`src/logic/gpf_pkg.sv`:
```
// Shared constants and carriers for the protection fault router.
// Assumes one core clock; all requesters sit in that clock domain.
package gpf_pkg;
  // Privilege levels
  localparam logic [1:0] EL0 = 2'h0;
  localparam logic [1:0] EL1 = 2'h1;
  localparam logic [1:0] EL2 = 2'h2;
  localparam logic [1:0] EL3 = 2'h3;
  // Dedicated abort status code base, plus table level
  localparam logic [5:0] FSC_GPF_BASE = 6'h28;
  localparam logic [5:0] FSC_NONE = 6'h00;
  // Register offsets (byte addresses)
  localparam logic [7:0] CTRL_OFS = 8'h00;
  localparam logic [7:0] STAT_OFS = 8'h04;
  localparam logic [7:0] FAR1_OFS = 8'h08;
  localparam logic [7:0] FAR2_OFS = 8'h0c;
  localparam logic [7:0] FAR3_OFS = 8'h10;
  localparam logic [7:0] IPA_OFS = 8'h14;
  // Control field positions
  localparam int CB_FRS = 0;  // fault_report_select
  localparam int CB_TGE = 1;  // trap_general_bit
  localparam int CB_HFR = 2;  // hyp_fault_route_bit
  localparam int CB_TCE = 3;  // table_check_elide
  localparam int CB_SSS = 4;  // security_state_select
  localparam int CB_SSE = 5;  // security_state_extension
  localparam int CB_SHE = 6;  // secure_hyp_enable
  localparam int CTRL_W = 7;
  localparam logic [CTRL_W-1:0] CTRL_RST = 7'h00;
  // Exception classes
  typedef enum logic [1:0] {
    CLS_NONE = 2'h0, CLS_GPC = 2'h1, CLS_IABT = 2'h3, CLS_DABT = 2'h2
  } exc_class_e;
  // Four physical address spaces
  typedef enum logic [1:0] {
    PAS_SEC = 2'h0, PAS_NS = 2'h1, PAS_ROOT = 2'h2, PAS_REALM = 2'h3
  } pas_e;
  // One fault from the check pipeline
  typedef struct packed {
    logic [1:0] src_el;
    logic is_instr;
    logic s2_table;  // stage 2 table access, incl. hardware update
    logic [1:0] tbl_level;
    pas_e pas;
    logic [31:0] vaddr;
    logic [31:0] ipa;
  } fault_req_s;
  // One exception handed to entry logic
  typedef struct packed {
    exc_class_e cls;
    logic [1:0] el;
    logic [5:0] fsc;
    logic [31:0] vaddr;
  } exc_s;
endpackage

```
`src/logic/gpf_exception_routing.sv`:
```
// Protection fault routing and speculation containment.
// Assumes all requests come from core-clock logic, one-cycle pulses.
//
// Contract
// RL1: Fault class follows select bit, class picks level
// RL2: Select one: lower-level fault becomes check exception
// RL3: Select zero: lower-level fault becomes abort
// RL4: Check exceptions always go to top level
// RL5: Aborts carry dedicated protection fault status codes
// RL6: Top-level faults abort to top level
// RL7: Level 2 or stage-2 table faults go to 2
// RL8: Hardware stage-2 table updates count as table accesses
// RL9: Levels 0/1: level 1 only if both bits zero
// RL10: Stage-2 table abort records input intermediate address
// RL11: Abort records virtual address at target level
// RL12: Realm asynchronous routing equals non-secure routing
// RL13: Top-level routing ignores security select bits
// RL14: Four distinct physical address spaces
// RL15: Unresolved-check walk reads are speculative
// RL16: Faulting speculative load data never forwarded
// RL17: Faulting stage-1 entry gives no walk address
// RL18: Faulting speculative fetch updates no state
// RL19: Elide clear: unresolved walk data stays unused
// RL20: Ordering regions only in non-secure space
// RL21: Route top level, then table, then bits
`timescale 1ns/100ps
module gpf_exception_routing (
  input wire logic SYS_CLK,
  input wire logic RST,
  input wire logic [7:0] REG_ADDR,
  input wire logic [31:0] REG_WDATA,
  input wire logic REG_WR,
  input wire logic REG_RD,
  output logic [31:0] REG_RDATA,
  input wire logic FAULT_VALID,
  input gpf_pkg::fault_req_s FAULT_REQ,
  output logic EXC_VALID,
  output gpf_pkg::exc_s EXC_OUT,
  input wire logic ASYNC_VALID,
  input wire logic [1:0] ASYNC_CUR_EL,
  output logic ASYNC_TAKE,
  output logic [1:0] ASYNC_TARGET_EL,
  input wire logic LD_SPEC,
  input wire logic LD_GPC_FAULT,
  output logic LD_FWD_EN,
  input wire logic WALK_VALID,
  input wire logic WALK_CHECK_DONE,
  input wire logic WALK_CHECK_FAULT,
  input wire logic WALK_S1_ENTRY,
  input wire logic WALK_S2_ENABLED,
  input wire logic WALK_S2_TABLE_DESC,
  output logic WALK_SPECULATIVE,
  output logic WALK_ADDR_USE_EN,
  output logic WALK_SYND_USE_EN,
  input wire logic IF_SPEC,
  input wire logic IF_GPC_FAULT,
  output logic IF_STATE_UPD_EN,
  input gpf_pkg::pas_e LOR_REQ_PAS,
  output logic LOR_DEF_EN
);
  import gpf_pkg::*;

  logic [CTRL_W-1:0] ctrl_reg;  // Software configuration bits
  logic [31:0] far1_reg, far2_reg, far3_reg;  // Per-level virtual fault address
  logic [31:0] ipa_reg;  // Intermediate address of table faults
  exc_s exc_reg, exc_next;
  logic exc_vld_reg;
  logic upd_ipa;  // Record intermediate address this fault
  logic [31:0] rdata_reg;
  logic [1:0] async_el_next;

  // Routing decision for one protection fault
  always_comb begin
    exc_next = '{cls: CLS_NONE, el: EL3, fsc: FSC_NONE, vaddr: FAULT_REQ.vaddr};
    upd_ipa = 1'b0;
    if (FAULT_REQ.src_el != EL3 && ctrl_reg[CB_FRS]) begin
      // Check exception class goes to top level [RL1] [RL2] [RL4]
      exc_next.cls = CLS_GPC;
      exc_next.el = EL3;
      exc_next.fsc = 6'(FSC_GPF_BASE + {4'h0, FAULT_REQ.tbl_level});
      upd_ipa = FAULT_REQ.s2_table;
    end else begin
      // Abort class, status code marks protection fault [RL3] [RL5]
      exc_next.cls = FAULT_REQ.is_instr ? CLS_IABT : CLS_DABT;
      exc_next.fsc = 6'(FSC_GPF_BASE + {4'h0, FAULT_REQ.tbl_level});
      if (FAULT_REQ.src_el == EL3) begin
        exc_next.el = EL3;  // [RL6] [RL21]
      end else if (FAULT_REQ.src_el == EL2 || FAULT_REQ.s2_table) begin
        // Hardware table updates arrive flagged as table accesses [RL7] [RL8] [RL21]
        exc_next.el = EL2;
        upd_ipa = FAULT_REQ.s2_table;  // [RL10]
      end else if (!ctrl_reg[CB_TGE] && !ctrl_reg[CB_HFR]) begin
        exc_next.el = EL1;  // [RL9]
      end else begin
        exc_next.el = EL2;  // [RL9]
      end
    end
  end

  // Exception output stage, one-cycle pulse
  always_ff @(posedge SYS_CLK) begin
    if (RST) begin
      exc_vld_reg <= 1'b0;
      exc_reg <= '{cls: CLS_NONE, el: EL0, fsc: FSC_NONE, vaddr: 32'h0};
    end else begin
      exc_vld_reg <= FAULT_VALID;
      if (FAULT_VALID) begin
        exc_reg <= exc_next;
      end
    end
  end
  assign EXC_VALID = exc_vld_reg;
  assign EXC_OUT = exc_reg;

  // Fault address capture at the target level
  always_ff @(posedge SYS_CLK) begin
    if (RST) begin
      far1_reg <= 32'h0;
      far2_reg <= 32'h0;
      far3_reg <= 32'h0;
      ipa_reg <= 32'h0;
    end else if (FAULT_VALID) begin
      case (exc_next.el)
        EL1: far1_reg <= FAULT_REQ.vaddr;  // [RL11]
        EL2: far2_reg <= FAULT_REQ.vaddr;  // [RL11]
        default: far3_reg <= FAULT_REQ.vaddr;  // [RL11]
      endcase
      if (upd_ipa) begin
        ipa_reg <= FAULT_REQ.ipa;  // [RL10]
      end
    end
  end

  // Control register write; other offsets are read-only
  always_ff @(posedge SYS_CLK) begin
    if (RST) begin
      ctrl_reg <= CTRL_RST;
    end else if (REG_WR && REG_ADDR == CTRL_OFS) begin
      ctrl_reg <= REG_WDATA[CTRL_W-1:0];
    end
  end

  // Read data valid only in the cycle after the strobe
  always_ff @(posedge SYS_CLK) begin
    if (RST || !REG_RD) begin
      rdata_reg <= 32'h0;
    end else if (REG_ADDR == CTRL_OFS) begin
      rdata_reg <= {25'h0, ctrl_reg};
    end else if (REG_ADDR == STAT_OFS) begin
      rdata_reg <= {22'h0, exc_reg.fsc, exc_reg.el, exc_reg.cls};
    end else if (REG_ADDR == FAR1_OFS) begin
      rdata_reg <= far1_reg;
    end else if (REG_ADDR == FAR2_OFS) begin
      rdata_reg <= far2_reg;
    end else if (REG_ADDR == FAR3_OFS) begin
      rdata_reg <= far3_reg;
    end else if (REG_ADDR == IPA_OFS) begin
      rdata_reg <= ipa_reg;
    end else begin
      rdata_reg <= 32'h0;  // Unmapped reads as zero
    end
  end
  assign REG_RDATA = rdata_reg;

  // Asynchronous routing; realm shares the non-secure select value
  always_comb begin
    if (ASYNC_CUR_EL == EL3) begin
      async_el_next = EL3;  // Select bits never consulted [RL13]
    end else if (ctrl_reg[CB_SSS] || ctrl_reg[CB_SHE]) begin
      // Extension bit ignored, so realm routes as non-secure [RL12]
      if (ctrl_reg[CB_TGE] || ASYNC_CUR_EL == EL2) begin
        async_el_next = EL2;
      end else begin
        async_el_next = EL1;
      end
    end else begin
      // Secure without its hypervisor: stays at level 1 or above
      async_el_next = (ASYNC_CUR_EL == EL0) ? EL1 : ASYNC_CUR_EL;
    end
  end

  always_ff @(posedge SYS_CLK) begin
    if (RST) begin
      ASYNC_TAKE <= 1'b0;
      ASYNC_TARGET_EL <= EL0;
    end else begin
      ASYNC_TAKE <= ASYNC_VALID;
      if (ASYNC_VALID) begin
        ASYNC_TARGET_EL <= async_el_next;
      end
    end
  end

  // Speculation gates; blocking is by enable so timing never varies with data
  always_ff @(posedge SYS_CLK) begin
    if (RST) begin
      LD_FWD_EN <= 1'b0;
      IF_STATE_UPD_EN <= 1'b0;
      LOR_DEF_EN <= 1'b0;
    end else begin
      LD_FWD_EN <= !(LD_SPEC && LD_GPC_FAULT);  // [RL16]
      IF_STATE_UPD_EN <= !(IF_SPEC && IF_GPC_FAULT);  // [RL18]
      LOR_DEF_EN <= (LOR_REQ_PAS == PAS_NS);  // [RL14] [RL20]
    end
  end

  // Walk data use: elision only covers stage-2 table descriptors
  always_ff @(posedge SYS_CLK) begin
    if (RST) begin
      WALK_SPECULATIVE <= 1'b0;
      WALK_ADDR_USE_EN <= 1'b0;
      WALK_SYND_USE_EN <= 1'b0;
    end else begin
      WALK_SPECULATIVE <= WALK_VALID && !WALK_CHECK_DONE;  // [RL15]
      // A flagged stage-1 fault with stage 2 enabled blocks the address even before resolution
      WALK_ADDR_USE_EN <= WALK_VALID && !(WALK_CHECK_FAULT
                          && WALK_S1_ENTRY && WALK_S2_ENABLED)  // [RL17]
                          && ((WALK_CHECK_DONE && !WALK_CHECK_FAULT)
                          || (ctrl_reg[CB_TCE] && WALK_S2_TABLE_DESC
                          && !WALK_CHECK_DONE));  // [RL19]
      WALK_SYND_USE_EN <= WALK_VALID && WALK_CHECK_DONE && !WALK_CHECK_FAULT;  // [RL19]
    end
  end
endmodule

```
`config.mk`:
```
export PLATFORM = sky130hd
export DESIGN_NAME = gpf_exception_routing
export DESIGN_NICKNAME = d
export VERILOG_FILES = /design/src/logic/gpf_pkg.sv /design/src/logic/gpf_exception_routing.sv
export SDC_FILE = /design/constraint.sdc
export NUM_CORES = 1
export LEC_CHECK = 0
export ABC_AREA = 1
export BUFFER_PORTS_ARGS = -buffer_cell sky130_fd_sc_hd__buf_2
export CAP_MARGIN = 15
export CELL_PAD_IN_SITES_DETAIL_PLACEMENT = 1
export CELL_PAD_IN_SITES_GLOBAL_PLACEMENT = 2
export CORE_UTILIZATION = 32
export CTS_CLUSTER_SIZE = 40
export DETAILED_ROUTE_END_ITERATION = 8
export MAX_ROUTING_LAYER = met4
export PLACE_DENSITY = 0.93
export SETUP_SLACK_MARGIN = 0.05
export SLEW_MARGIN = 20
export SYNTH_ARGS = -nofsm -noshare
export SYNTH_HDL_FRONTEND = slang
export SYNTH_SLANG_ARGS = --single-unit
export TNS_END_PERCENT = 50
```
`constraint.sdc`:
```
create_clock -name SYS_CLK -period 3.3 [get_ports SYS_CLK]
set_input_delay 0.165 -clock SYS_CLK [delete_from_list [all_inputs] [get_ports SYS_CLK]]
set_output_delay 0.165 -clock SYS_CLK [all_outputs]
set_load 0.05 [all_outputs]
```
# After elaboration in Yosys (flattened, before gate mapping)
# Index checks and enable logic that the tools add are counted.
# Widths: inputs -> output; s select.
[classes]
addsub = 1
eq_ne = 13
muxes = 18
bitwise = 1
reduce_logical = 37
[ops]
columns = ["op", "count"]
rows = [
  ["$mux 32", 4],
  ["$mux 10", 2],
  ["$eq 8x4->1 const B", 2],
  ["$eq 8x5->1 const B", 2],
  ["$logic_and 1x1->1", 15],
  ["$mux 2", 7],
  ["$eq 2x2->1 const B", 5],
  ["$eq 8x3->1 const B", 1],
  ["$logic_not 1->1", 8],
  ["$logic_not 8->1", 1],
  ["$reduce_and 2->1", 4],
  ["$mux 7", 1],
  ["$add 6x2->6 const A", 1],
  ["$logic_or 1x1->1", 5],
  ["$eq 2x1->1 const B", 2],
  ["$mux 1", 4],
  ["$reduce_or 2->1", 2],
  ["$reduce_or 3->1", 1],
  ["$logic_not 2->1", 1],
  ["$ne 2x2->1 const B", 1],
  ["$not 1->1", 1],
]
[word_totals]
ff_bits = 219
in_bits = 132
out_inout_bits = 84
wordCells = 91

# Logic depth before layout (Yosys ltp)
[logic_depth]
ltp_word = 10
depth_mapped = 10
depth_no_buf = 9

# Worst setup path before layout
# Ideal clock, no wire load.
[synth_path]
kind = "flip-flop to flip-flop"
startpoint = "register ctrl_reg[1]"
endpoint = "register far3_reg[10]"
setup_time_ps = 70
arrival_time_ps = 1732
t_required_ps = 3230
setup_slack_ps = 1497
stages_incl_launch_ff = 10
n_path_buf = 1
period_less_slack_ps = 1803
path_cell_list = "dfxtp_1 nor3_1 o21ai_0 nor3_1 inv_1 ha_1 nand2_1 clkbuf_1 nand2_1 a21oi_1"
[synth_rtl]
columns = ["element", "line_no", "rtl"]
rows = [
  ["start, declared", "gpf_exception_routing.sv:63", "logic [CTRL_W-1:0] ctrl_reg;"],
  ["start signal, assigned", "gpf_exception_routing.sv:139", "ctrl_reg <= REG_WDATA[CTRL_W-1:0];"],
  ["end signal, assigned", "gpf_exception_routing.sv:126", "default: far3_reg <= FAULT_REQ.vaddr;"],
  ["end, declared", "gpf_exception_routing.sv:64", "logic [31:0] far1_reg, far2_reg, far3_reg;"],
]

==> impl_metrics.csv <==
group,metric,value,unit
worst_setup_path,worst_path_max_delay_cell,"buf_4",
worst_setup_path,critPathMaxStageDelay,460,ps
grt,grt_max_degree,85,
power,intPower,4.61,mW
placement,place_inst,1596,
yosys,yosysSeqAreaShare,50.0,%
sta,slew_violations,0,
worst_setup_path,worstPathArrival,2820,ps
sta,post-route-period-util,72.2,%
route,vias,8365,
finish,final_cell_count_no_fill,1731,
floorplanning,row_count,59,
worst_setup_path,cp_top_family,"simple AND/OR/NAND/NOR gates",
worst_setup_path,startpoint_type,"flip-flop",
finish,ff_latch_area,0.00432,mm^2
power,swShare,26.7,%
worst_setup_path,crit_cells,9,
clock_network,clk_latency,520,ps
yosys,synthCells,1133,
yosys,ys_async_sr_fraction,0,%
floorplanning,die_h,166,um
route,drt-pass1-iter-count,7,
grt,grt_pass1_vias,8810,
finish,drive_gt1_share,21.6,%
yosys,synth-seq-cells,216,
clock_network,clock_path_buffers,3,
power,power.switching,1.68,mW
sta,fin_crit,2380,ps
route,ant_nets,0,
placement,io_buffers,186,
route,avgRoutedWirePerCell,17.0,um
floorplanning,start_util,32.9,%
floorplanning,core_area,0.0263,mm^2
clock_network,cts_tree,"built",
power,power.density,549,mW/mm^2
floorplanning,die-area,0.0277,mm^2
worst_setup_path,critical_path_buf_inv_count,2,
finish,area_delta_synth_final,32.3,%
worst_setup_path,worstSetupEndpointType,"flip-flop",
clock_network,htreeDepth,1,
worst_setup_path,critPathRequiredTime,3740,ps
power,pwr-share-comb,12.2,%
clock_network,clock-sinks,216,
yosys,ys.flop_type,"dfxtp_1",
floorplanning,boundaryPins,216,
placement,dp_hpwl,18400,um
sta,fin_tns_setup,0,ps
yosys,synth_edf_count,0,
sta,relSlewSlack,41.5,%
clock_network,numCtsBuffers,25,
run_status,status,"complete, but fails checks",
clock_network,clk_pin_slew,60,ps
power,p_leak,4.97,nW
worst_setup_path,path_cells,"nor3_1 -> o21ai_0 -> nor3_1 -> inv_1 -> ha_1 -> nand2_2 -> buf_4 -> nand2_1 -> a21oi_1",
sta,skew,15.1,ps
route,wl,29500,um
floorplanning,die_w,166,um
sta,fmax,420,MHz
min_path,min_path_cells,3,
grt,grt_overflow,0,
finish,multi_input_area,0.00367,mm^2
finish,fill_cells,3263,
route,post-route-drc-count,7,
finish,nNetsFinal,1512,
sta,rsz0062_at_grt,"no",
run,maxCapViolCount,0,
yosys,yosysWarnings,0,
worst_setup_path,path_class,"flip-flop to flip-flop",
grt,antenna_found_initial,0,
sta,worst_slew_pin_slew,876,ps
sta,hold_viol_final,0,
route,via_per_inst,4.83,
worst_setup_path,crit_path_frequent_cell,"nor3_1",
run_status,violations,"design-rule violations",
clock_network,ctsResizeCount,0,
power,power_frac_seq,44.6,%
yosys,syn_area_per_cell,7.64,um^2
route,drt_iter0_drc,219,
finish,largest_reg_flops,39,
min_path,hold_path_class,"input port to flip-flop",
yosys,synth_area,0.00865,mm^2
finish,antenna_cells,0,
clock_network,ctsRootBufferMaster,"clkbuf_16",
worst_setup_path,r2r_cells,9,
power,peakVddDrop,0.000316,V
yosys,synth_cell_types,35,
grt,grt_use_total,22.0,%
sta,finalSetupViolations,0,
worst_setup_path,cp_max_fo,35,
grt,grt_pass1_wl,47600,um
placement,routabilityCongestion,0.767,
power,power.share.clock,43.2,%
## worst reg2reg max path: cells and delay by family (launching register included)
| kind | cells | cell delay (ps) |
|---|---|---|
| DFF | 1 | 330 |
| adders and majority gates | 1 | 200 |
| AOI/OAI and AO/OA | 2 | 310 |
| buffers and inverters | 2 | 550 |
| and+or+nand+nor | 4 | 900 |
## power groups by stage
stage	logic, mW	registers (mW)	clock network (mW)
detailed placement	0.681	2.86	0
global placement	0.663	2.85	0
CTS	0.766	2.80	2.79
floorplan	0.329	2.97	0
finish	0.764	2.80	2.72
global route	0.835	2.82	2.90
## layer usage
metal  global-route usage, %  part of all wire (%)
met5                       -                     0
met1                    25.8                    44
met4                    6.76                   2.9
met2                    38.9                    50
met3                    2.97                   3.8
## synthesized netlist by cell type (11+ instances only)
library cell / number / area share, %
clkbuf_1: 34 / 1.5
o21ai_2: 20 / 2.0
nand2_1: 220 / 9.5
o21ai_1: 33 / 1.9
buf_2: 23 / 1.3
nor2_1: 177 / 7.7
a211oi_1: 17 / 1.5
dfxtp_1: 216 / 50
inv_1: 68 / 2.9
a21oi_1: 105 / 6.1
nand3_1: 50 / 2.9
o21ai_0: 96 / 5.6
nor2_2: 11 / 0.80
## repair_timing
item / in CTS / in global routing
setup buffers: 0 / 0
hold buffers: 89 / 1
endpoints found under the hold margin: 169 / 1
endpoints found under the setup margin: 0 / 0
## logic make-up (layout without fill, tap and decap cells)
family / count (synthesis) / after routing / share of synthesized area [%]
other: 1 / 2 / 0.0433
DFF: 216 / 216 / 50.0
and+or+nand+nor: 489 / 489 / 24.2
adders and majority gates: 2 / 2 / 0.289
AOI/OAI and AO/OA: 279 / 279 / 17.8
buffers and inverters: 146 / 408 / 7.79
## placed cells by master (no fill, tap or decap), types with 20 or more instances in the layout
master,Yosys,routed
nand2_1,220,218
dfxtp_1,216,216
buf_2,23,185
nor2_1,177,177
a21oi_1,105,105
o21ai_0,96,96
dlygate4sd3_1,0,90
inv_1,68,67
nand3_1,50,49
o21ai_1,33,33
clkbuf_16,0,25
o21ai_2,20,20
## metrics by stage
step / instance area [um^2] / utilization (%) / setup slack, ps / power [mW] / hold WS, ps
floorplan: 8660 / - / 1500 / 3.30 / 237
global placement: 9740 / 37.1 / 1010 / 3.52 / 329
detailed placement: 9740 / 37.1 / 899 / 3.54 / 325
CTS: 11400 / 43.5 / 889 / 6.36 / 2.60
global route: 11500 / 43.6 / 613 / 6.56 / 38.2
finish: 11500 / 43.6 / 918 / 6.28 / 4.40
## final timing paths
path                                  start                   endpoint  slack [ps]
setup reg to reg   ctrl_reg[1]$_SDFFE_PP0P_   far2_reg[4]$_SDFFE_PP0P_         920
hold reg to reg   far2_reg[31]$_SDFFE_PP0P_  far2_reg[31]$_SDFFE_PP0P_         450
hold / removal                FAULT_REQ[18]   ipa_reg[18]$_SDFFE_PP0P_           4
setup / recovery   ctrl_reg[1]$_SDFFE_PP0P_   far2_reg[4]$_SDFFE_PP0P_         920
## area by class of cell
| cell class | count | area share [%] |
|---|---|---|
| clock buffer | 35 | 6.31 |
| clock inverter | 10 | 0.732 |
| inverter | 72 | 2.38 |
| multi-input combinational | 772 | 32.0 |
| sequential | 216 | 37.8 |
| tap | 335 | 3.66 |
| timing repair buffer | 291 | 17.1 |
No activity file was read; power rests on OpenSTA's default activity.
